==> src/sample_hold_regs.svh <==
// Register offsets, field positions and timing counts for the hold control
`ifndef SAMPLE_HOLD_REGS_SVH
`define SAMPLE_HOLD_REGS_SVH

`define CTRL_OFFSET 8'h00
`define STATUS_OFFSET 8'h04
`define CTRL_RESET 16'h0000
`define CTRL_WMASK 16'hff7f

`define HOLD0_ENABLE_BIT 0
`define HOLD0_IRQ_EN_BIT 1
`define HOLD0_ALIGN_BIT 2
`define CLK_SEL_BIT 3
`define HOLD1_ENABLE_BIT 4
`define HOLD1_IRQ_EN_BIT 5
`define HOLD1_ALIGN_BIT 6
`define DUAL_BIT 8
`define HOLD0_DISCH_BIT 9
`define HOLD1_DISCH_BIT 10
`define FAST_BIT 11
`define SSC_LSB 12

`define HOLD0_BUF_LOC 5'h17
`define HOLD1_BUF_LOC 5'h18

`define CLK_NS 50
`define NS_TO_CYC(n) (((n) + `CLK_NS - 1) / `CLK_NS)
`define SLOT_FAST_US 125
`define SLOT_NORMAL_US 250
`define SLOT_FAST_CYC ((`SLOT_FAST_US * 1000) / `CLK_NS)
`define SLOT_RATIO (`SLOT_NORMAL_US / `SLOT_FAST_US)
`define DISCHARGE_NS 500
`define DISCHARGE_CYC `NS_TO_CYC(`DISCHARGE_NS)
`define EXT_CLK_BASE 20
`define SSC_FIRST_TIMED 4
`define SSC_NS_4 300
`define SSC_NS_5 350
`define SSC_NS_6 450
`define SSC_NS_7 550
`define SSC_NS_8 750
`define SSC_NS_9 1000
`define SSC_NS_10 1500
`define SSC_NS_11 1750
`define SSC_NS_12 2000
`define SSC_NS_13 2500
`define SSC_NS_14 4000
`define SSC_NS_15 5000

`endif

==> src/sample_hold_pkg.sv <==
// Types shared by the sample and hold control files
package sample_hold_pkg;

typedef struct packed {
    logic en;
    logic [4:0] addr;
    logic [15:0] data;
} buf_write_type;

typedef struct packed {
    logic start;
    logic hold;
} conv_req_type;

typedef enum logic {
    ST_IDLE = 1'b0,
    ST_CONV = 1'b1
} sched_state_type;

endpackage

==> src/sample_hold_adc_control.sv <==
// Sample and hold control: registers, triggers, slots, results, discharge
//
// Design decisions made here: the Wishbone interface to the registers and the register offsets.
`timescale 1ns/100ps
`default_nettype none
`include "sample_hold_regs.svh"
module sample_hold_adc_control
    import sample_hold_pkg::*;
(
    input wire logic clk,
    input wire logic srst,
    input wire logic [7:0] wb_adr_i,
    input wire logic [31:0] wb_dat_i,
    output logic [31:0] wb_dat_o,
    input wire logic wb_we_i,
    input wire logic [3:0] wb_sel_i,
    input wire logic wb_cyc_i,
    input wire logic wb_stb_i,
    output logic wb_ack_o,
    input wire logic trigger_input_0,
    input wire logic trigger_input_1,
    input wire logic external_clock_input,
    output conv_req_type conv_req,
    input wire logic conv_done,
    input wire logic [13:0] conv_data,
    output logic hold_priority_high,
    output buf_write_type buf_write,
    output logic hold0_discharge,
    output logic hold1_discharge,
    output logic hold0_done_irq,
    output logic hold1_done_irq
);
    ////////////////////////////////////////////////////////////////////////
    logic [15:0] ctrl;
    logic [15:0] next_ctrl;
    logic [31:0] next_dat;
    logic next_ack;
    logic [15:0] status;
    logic wr_hit;
    logic dual;
    logic fast;
    logic ext_q;
    logic ext_tick;
    logic trig1_route;
    logic h0_sampling;
    logic h1_sampling;
    logic h0_end;
    logic h1_end;

    assign dual = ctrl[`DUAL_BIT];
    assign fast = ctrl[`FAST_BIT];
    assign wr_hit = wb_cyc_i && wb_stb_i && wb_ack_o && wb_we_i &&
        wb_adr_i == `CTRL_OFFSET;

    always_comb begin
        next_ctrl = ctrl;
        next_ack = wb_cyc_i && wb_stb_i && !wb_ack_o;
        next_dat = 32'h0000_0000;
        // Bit 7 never stores, so a stray one cannot steer anything
        if (wr_hit && wb_sel_i[0]) begin
            next_ctrl[7:0] = wb_dat_i[7:0] & 8'(`CTRL_WMASK);
        end
        if (wr_hit && wb_sel_i[1]) begin
            next_ctrl[15:8] = wb_dat_i[15:8];
        end
        if (next_ack && !wb_we_i) begin
            case (wb_adr_i)
                `CTRL_OFFSET: next_dat = {16'h0000, ctrl};
                `STATUS_OFFSET: next_dat = {16'h0000, status};
                default: next_dat = 32'h0000_0000;
            endcase
        end
    end

    always_ff @(posedge clk) begin
        if (srst) begin
            ctrl <= `CTRL_RESET;
            wb_ack_o <= 1'b0;
            wb_dat_o <= 32'h0000_0000;
            ext_q <= 1'b0;
        end else begin
            ctrl <= next_ctrl;
            wb_ack_o <= next_ack;
            wb_dat_o <= next_dat;
            ext_q <= external_clock_input;
        end
    end

    ////////////////////////////////////////////////////////////////////////
    assign ext_tick = external_clock_input && !ext_q;
    assign trig1_route = dual ? trigger_input_1 : trigger_input_0;

    sample_window_timer u_win0 (
        .clk(clk),
        .srst(srst),
        .arm(ctrl[`HOLD0_ENABLE_BIT]),
        .trig(trigger_input_0),
        .ext_tick(ext_tick),
        .clk_sel(ctrl[`CLK_SEL_BIT]),
        .code(ctrl[`SSC_LSB +: 4]),
        .sampling(h0_sampling),
        .done(h0_end)
    );

    sample_window_timer u_win1 (
        .clk(clk),
        .srst(srst),
        .arm(ctrl[`HOLD1_ENABLE_BIT]),
        .trig(trig1_route),
        .ext_tick(ext_tick),
        .clk_sel(ctrl[`CLK_SEL_BIT]),
        .code(ctrl[`SSC_LSB +: 4]),
        .sampling(h1_sampling),
        .done(h1_end)
    );

    ////////////////////////////////////////////////////////////////////////
    sched_state_type state;
    sched_state_type next_state;
    logic [11:0] slot_cnt;
    logic [11:0] next_slot_cnt;
    logic phase;
    logic next_phase;
    logic tick;
    logic g0, g1, next_g0, next_g1;
    logic pend0, pend1, next_pend0, next_pend1;
    logic cur_hold, next_cur_hold;
    logic next_start;
    logic [15:0] word;
    buf_write_type next_buf;
    logic next_irq0, next_irq1;
    logic [3:0] dis0_cnt, dis1_cnt, next_dis0, next_dis1;

    assign tick = slot_cnt == 12'(`SLOT_FAST_CYC - 1);
    assign hold_priority_high = fast && ctrl[`HOLD0_ENABLE_BIT];
    assign status = {9'h000, hold1_discharge, hold0_discharge,
        state == ST_CONV, pend1, pend0, h1_sampling,
        h0_sampling};

    result_formatter u_fmt (
        .raw(conv_data),
        .left_align(cur_hold ? ctrl[`HOLD1_ALIGN_BIT]
                             : ctrl[`HOLD0_ALIGN_BIT]),
        .word(word)
    );

    always_comb begin
        next_slot_cnt = tick ? 12'h000 : slot_cnt + 12'h001;
        next_phase = tick ? ~phase : phase;
        next_g0 = g0;
        next_g1 = g1;
        next_pend0 = pend0;
        next_pend1 = pend1;
        next_state = state;
        next_cur_hold = cur_hold;
        next_start = 1'b0;
        next_buf = '0;
        next_irq0 = 1'b0;
        next_irq1 = 1'b0;
        next_dis0 = dis0_cnt == 4'h0 ? 4'h0 : dis0_cnt - 4'h1;
        next_dis1 = dis1_cnt == 4'h0 ? 4'h0 : dis1_cnt - 4'h1;
        case (state)
            ST_IDLE: begin
                if (pend0 && g0) begin
                    next_g0 = 1'b0;
                    next_pend0 = 1'b0;
                    next_cur_hold = 1'b0;
                    next_start = 1'b1;
                    next_state = ST_CONV;
                end else if (pend1 && g1 && dual) begin
                    next_g1 = 1'b0;
                    next_pend1 = 1'b0;
                    next_cur_hold = 1'b1;
                    next_start = 1'b1;
                    next_state = ST_CONV;
                end
            end
            ST_CONV: begin
                if (conv_done) begin
                    next_buf.en = 1'b1;
                    next_buf.data = word;
                    next_state = ST_IDLE;
                    if (!cur_hold) begin
                        next_buf.addr = `HOLD0_BUF_LOC;
                        if (ctrl[`HOLD0_DISCH_BIT]) begin
                            next_dis0 = 4'(`DISCHARGE_CYC);
                        end
                        if (!dual && pend1) begin
                            // Single mode: hold 1 rides on the same slot
                            next_pend1 = 1'b0;
                            next_cur_hold = 1'b1;
                            next_start = 1'b1;
                            next_state = ST_CONV;
                        end else begin
                            next_irq0 = ctrl[`HOLD0_IRQ_EN_BIT];
                        end
                    end else begin
                        next_buf.addr = `HOLD1_BUF_LOC;
                        if (ctrl[`HOLD1_DISCH_BIT]) begin
                            next_dis1 = 4'(`DISCHARGE_CYC);
                        end
                        next_irq1 = dual && ctrl[`HOLD1_IRQ_EN_BIT];
                        next_irq0 = !dual && ctrl[`HOLD0_IRQ_EN_BIT];
                    end
                end
            end
            default: next_state = ST_IDLE;
        endcase
        // Grants are set after use so a new slot is never lost
        if (tick && (fast || phase)) begin
            next_g0 = 1'b1;
        end
        if (tick && phase) begin
            next_g1 = 1'b1;
        end
        if (h0_end) begin
            next_pend0 = 1'b1;
        end
        if (h1_end) begin
            next_pend1 = 1'b1;
        end
    end

    always_ff @(posedge clk) begin
        if (srst) begin
            state <= ST_IDLE;
            slot_cnt <= 12'h000;
            phase <= 1'b0;
            g0 <= 1'b0;
            g1 <= 1'b0;
            pend0 <= 1'b0;
            pend1 <= 1'b0;
            cur_hold <= 1'b0;
            conv_req <= '0;
            buf_write <= '0;
            hold0_done_irq <= 1'b0;
            hold1_done_irq <= 1'b0;
            dis0_cnt <= 4'h0;
            dis1_cnt <= 4'h0;
        end else begin
            state <= next_state;
            slot_cnt <= next_slot_cnt;
            phase <= next_phase;
            g0 <= next_g0;
            g1 <= next_g1;
            pend0 <= next_pend0;
            pend1 <= next_pend1;
            cur_hold <= next_cur_hold;
            conv_req <= {next_start, next_cur_hold};
            buf_write <= next_buf;
            hold0_done_irq <= next_irq0;
            hold1_done_irq <= next_irq1;
            dis0_cnt <= next_dis0;
            dis1_cnt <= next_dis1;
        end
    end

    assign hold0_discharge = dis0_cnt != 4'h0;
    assign hold1_discharge = dis1_cnt != 4'h0;
endmodule
`default_nettype wire

==> src/result_formatter.sv <==
// Places a 14-bit conversion result in the 16-bit result word
`timescale 1ns/100ps
`default_nettype none
module result_formatter (
    input wire logic [13:0] raw,
    input wire logic left_align,
    output logic [15:0] word
);
    always_comb begin
        if (left_align) begin
            word = {raw, 2'b00};
        end else begin
            word = {{2{raw[13]}}, raw};
        end
    end
endmodule
`default_nettype wire

==> src/sample_window_timer.sv <==
// Sampling window of one hold: opens on trigger rise, closes by code
`timescale 1ns/100ps
`default_nettype none
`include "sample_hold_regs.svh"
module sample_window_timer (
    input wire logic clk,
    input wire logic srst,
    input wire logic arm,
    input wire logic trig,
    input wire logic ext_tick,
    input wire logic clk_sel,
    input wire logic [3:0] code,
    output logic sampling,
    output logic done
);
    logic trig_q;
    logic [6:0] cnt;
    logic next_sampling;
    logic next_done;
    logic [6:0] next_cnt;
    logic edge_mode;
    logic step;

    function automatic logic [6:0] delay_cycles(input logic [3:0] c);
        case (c)
            4'h4: delay_cycles = 7'(`NS_TO_CYC(`SSC_NS_4));
            4'h5: delay_cycles = 7'(`NS_TO_CYC(`SSC_NS_5));
            4'h6: delay_cycles = 7'(`NS_TO_CYC(`SSC_NS_6));
            4'h7: delay_cycles = 7'(`NS_TO_CYC(`SSC_NS_7));
            4'h8: delay_cycles = 7'(`NS_TO_CYC(`SSC_NS_8));
            4'h9: delay_cycles = 7'(`NS_TO_CYC(`SSC_NS_9));
            4'ha: delay_cycles = 7'(`NS_TO_CYC(`SSC_NS_10));
            4'hb: delay_cycles = 7'(`NS_TO_CYC(`SSC_NS_11));
            4'hc: delay_cycles = 7'(`NS_TO_CYC(`SSC_NS_12));
            4'hd: delay_cycles = 7'(`NS_TO_CYC(`SSC_NS_13));
            4'he: delay_cycles = 7'(`NS_TO_CYC(`SSC_NS_14));
            default: delay_cycles = 7'(`NS_TO_CYC(`SSC_NS_15));
        endcase
    endfunction

    // Reserved codes on the peripheral clock fall back to edge mode
    assign edge_mode = (code == 4'h0) ||
        (!clk_sel && code < 4'(`SSC_FIRST_TIMED));
    assign step = clk_sel ? ext_tick : 1'b1;

    always_comb begin
        next_sampling = sampling;
        next_cnt = cnt;
        next_done = 1'b0;
        if (!sampling) begin
            if (arm && trig && !trig_q) begin
                next_sampling = 1'b1;
                next_cnt = 7'h00;
            end
        end else if (edge_mode) begin
            if (!trig) begin
                next_sampling = 1'b0;
                next_done = 1'b1;
            end
        end else if (step) begin
            next_cnt = cnt + 7'h01;
            if (clk_sel ? (cnt + 7'h01 >= 7'(`EXT_CLK_BASE) + 7'(code))
                        : (cnt + 7'h01 >= delay_cycles(code))) begin
                next_sampling = 1'b0;
                next_done = 1'b1;
            end
        end
    end

    always_ff @(posedge clk) begin
        if (srst) begin
            trig_q <= 1'b0;
            sampling <= 1'b0;
            done <= 1'b0;
            cnt <= 7'h00;
        end else begin
            trig_q <= trig;
            sampling <= next_sampling;
            done <= next_done;
            cnt <= next_cnt;
        end
    end
endmodule
`default_nettype wire

==> config.mk <==
export PLATFORM = sky130hd
export DESIGN_NAME = sample_hold_adc_control
export DESIGN_NICKNAME = d
export VERILOG_FILES = /design/src/sample_hold_pkg.sv /design/src/sample_hold_adc_control.sv /design/src/result_formatter.sv /design/src/sample_window_timer.sv
export VERILOG_INCLUDE_DIRS = /design/src /design/src/src
export SDC_FILE = /design/constraint.sdc
export NUM_CORES = 1
export LEC_CHECK = 0
export BUFFER_PORTS_ARGS = -buffer_cell sky130_fd_sc_hd__buf_2
export CORE_MARGIN = 10
export CORE_UTILIZATION = 58
export DETAILED_ROUTE_END_ITERATION = 10
export PLACE_DENSITY = 0.95
export SLEW_MARGIN = 20
export SYNTH_ARGS = -nofsm -noshare
export SYNTH_HDL_FRONTEND = slang
export SYNTH_SLANG_ARGS = --single-unit
==> constraint.sdc <==
create_clock -name clk -period 4.4 [get_ports clk]
set_clock_uncertainty 0.15 [all_clocks]
set_input_delay 0.44 -clock clk [delete_from_list [all_inputs] [get_ports clk]]
set_output_delay 0.44 -clock clk [all_outputs]
set_load 0.02 [all_outputs]
==> results.md <==
* Slowest stage delay, CP at 450 ps
* Cell Rows at 34
* Synth area leader: dfxtp_1
* Crit path required time at around 4600 ps
* Drt drc at 0
* Share of layout cells above drive strength 1 at between 10% and 20%
* Top cell types by occurrence after synthesis: dfxtp_1 (109), nor2_1 (62), nand2_1 (53)
* Number of synthesized flops with an enable pin at 0
* CP cell instances: ha_1 > and3_4 > nand3_2 > xnor2_1 > ha_1 > a211oi_1 > nand3_1 > a31oi_1 > o22ai_1 > a311oi_1
* CTS H-Tree Depth at 3
* Vias in the first global route at about 4300
* Pwr Total at 1820 uW
* Ys flop type: dfxtp_1
* Crit path from: u_win1.cnt[0]
* Port Buffers at between 90 and 100
* Final ANT Viol Nets at 0
* Post-detail-place hpwl at just under 10000 um
* RSZ-0062 raised after global routing: false
* Most numerous cell in the Yosys netlist: dfxtp_1
* Area Growth Syn to Fin at 12.4%
* Post-synth ARST share at 0%
* YS warnings at 0
* Highest Clock Rate at 356 MHz
* Total CTS buffers at 9
* Total number of vias at about 4400
* Clock Sinks at ~110
* Power Density at around 310 nW/um2
* Crit end category: flop
* Initial core utilization at about three fifths
* Placement Cell Area at between 5000 and 6000 um2
* I/O pin count at between 100 and 150
* Slew headroom at 27.7%
* Worst hold path class: primary input to flop
* Resized cells post-CTS at 0
* CTS clk-pin slew, worst paths at about 120 ps
* Initial antenna violation count at 1
* Die Y at ~110 um
* Largest net degree at the start of global routing at 55
* Die area at around 13000 um2
* Root Buffer: clkbuf_8
* Die Wd at roughly 110 um
* Worst R2R Start: u_win1.cnt[0]
* Mean Syn Cell Area at between 9 and 10 um2
* First-pass GRT wire length at roughly 20000 um
* Hold WS at between 90 and 100 ps
* Gate count of the mapped netlist at between 500 and 600
* Final WL at 12600 um
* TNS Setup at 0 ps
* Max_cap viols at 0
* Setup violators final at 0
* Top cell by count, worst path: ha_1
* Ranking of synthesized cells by area: dfxtp_1 (42%), ha_1 (8.9%), nor2_1 (4.5%)
* WP data arrival at 2960 ps
* Yosys cell types at 54
* Hold Startpoint: conv_data[13]
* GRT Residual Overflow at 0
* Mapped cell area at between 5000 and 6000 um2
* FF+latch count, synth at ~110
* Core ar. at between 8000 and 9000 um2
* Fin util at roughly 67%
* Nets@finish at ~770
* Gpl congestion at around 0.87
* Part of the Yosys area used for sequential elements at approximately two fifths
* GRT Util Overall at 18.4%
* Status: complete, no violations
* Top-area cell type share of the netlist area at roughly two fifths
* Pins over their slew limit at 0
* Hold Buf Count CTS at 0
* Hold Violations, Final at 0
* Critical-path top delay cell: dfxtp_1
* Mean routed wirelength per cell at between 15 and 20 um
* Top delay family on crit path: compound AO/OA/AOI/OAI gates
* Crit share post-route at 63.8%
* Worst-margin pin slew at ~1100 ps
* Iteration-0 DRC Markers at about 320
* Tmin final at approximately 2800 ps
* Crit start category: flop
* CTS tree: done
* Crit-path max FO at 6
* Setup repair bufs after CTS at 0
* CTS max path bufs at 2
* Clk Latency, worst-skew pair at 400 ps
* Final Cell Area at around 6000 um2
* Pre-Repair DR Iteration Count at 5
* Vias per cell at roughly 5.7
* VDD IR max at between 0.3 and 0.4 mV
* WS Path Type: flop to flop
* WP buf/inv at 0
* Lkg Pwr at 0.00282 uW
[metal layers]
metal / routed length (um) / part of all wire, % / track usage (%)
met5: 0 / 0 / 0
met4: 278 / 2.2 / 6.60
met3: 1150 / 9.1 / 5.89
met2: 5960 / 47 / 31.3
met1: 5240 / 41 / 21.0
[metrics by stage]
stage,cells,setup WS [ps]
final,775,1590
after global routing,775,1380
after global placement,758,1660
after detailed placement,758,1610
after floorplan,596,1980
after CTS,774,1590
[layout by cell type, fill, tap and decap left out, types with 3 or more instances in the layout]
cell / n
conb_1: 17
and2_1: 6
nand3_1: 19
a31oi_1: 4
nor4_4: 3
o22ai_1: 3
nor3_1: 11
mux2i_1: 18
nand2b_1: 5
ha_1: 37
xnor2_1: 13
a22oi_1: 13
nor2_1: 62
buf_2: 92
a21oi_1: 42
nand4_1: 7
a211oi_1: 5
or3_1: 4
nor2b_1: 6
inv_1: 30
a22o_1: 3
dfxtp_1: 109
xor2_1: 10
clkbuf_8: 9
and3_1: 21
a21o_1: 4
o21ai_0: 14
nand2_1: 53
a311oi_1: 5
[worst register-to-register path, stage by stage, from the launching register on]
cell and delay (ps):
dfxtp_1 450, ha_1 290, and3_4 220, nand3_2 80
xnor2_1 260, ha_1 320, a211oi_1 240, nand3_1 110
a31oi_1 200, o22ai_1 130, a311oi_1 270
[sequential cells by signal, indices dropped and copies added, names as in the netlist, 4 cells and up, named ones only]
register,count
u_win0.cnt,7
dis0_cnt,4
dis1_cnt,4
wb_dat_o,15
ctrl,15
buf_write,20
u_win1.cnt,7
slot_cnt,12
[where the power goes]
| part | switching [uW] | internal, uW |
|---|---|---|
| registers | 21.0 | 1010 |
| logic | 113 | 58.2 |
| clock network | 390 | 232 |
| total | 525 | 1300 |
[logic make-up after synthesis]
logic type | after synthesis | synth area share [%]
AO/OA/AOI/OAI | 107 | 13.3
XOR/XNOR | 23 | 3.85
adder cells (fa/ha/maj) | 37 | 8.85
buffers and inverters | 69 | 6.60
flip-flops | 109 | 41.7
multiplexers | 22 | 4.74
other | 1 | 0.0717
AND/OR/NAND/NOR | 212 | 20.8
[layout make-up]
type	count	area, um2
fillers	639	2890
multi-input cells	418	2770
flip-flops and latches	109	2180
repair buffers	93	468
well taps	108	135
clock buffers	9	124
inverters	30	113
clock inverters	7	86.3
diodes	1	2.50
[worst paths after layout]
path | end | slack (ps) | cells past startpoint
setup / recovery | u_win1.sampling | 1590 | 10
hold / removal | buf_write[15] | 100 | 2
setup reg to reg | u_win1.sampling | 1590 | 10
hold reg to reg | pend1 | 310 | 2
No activity file was read; power rests on OpenSTA's default activity.
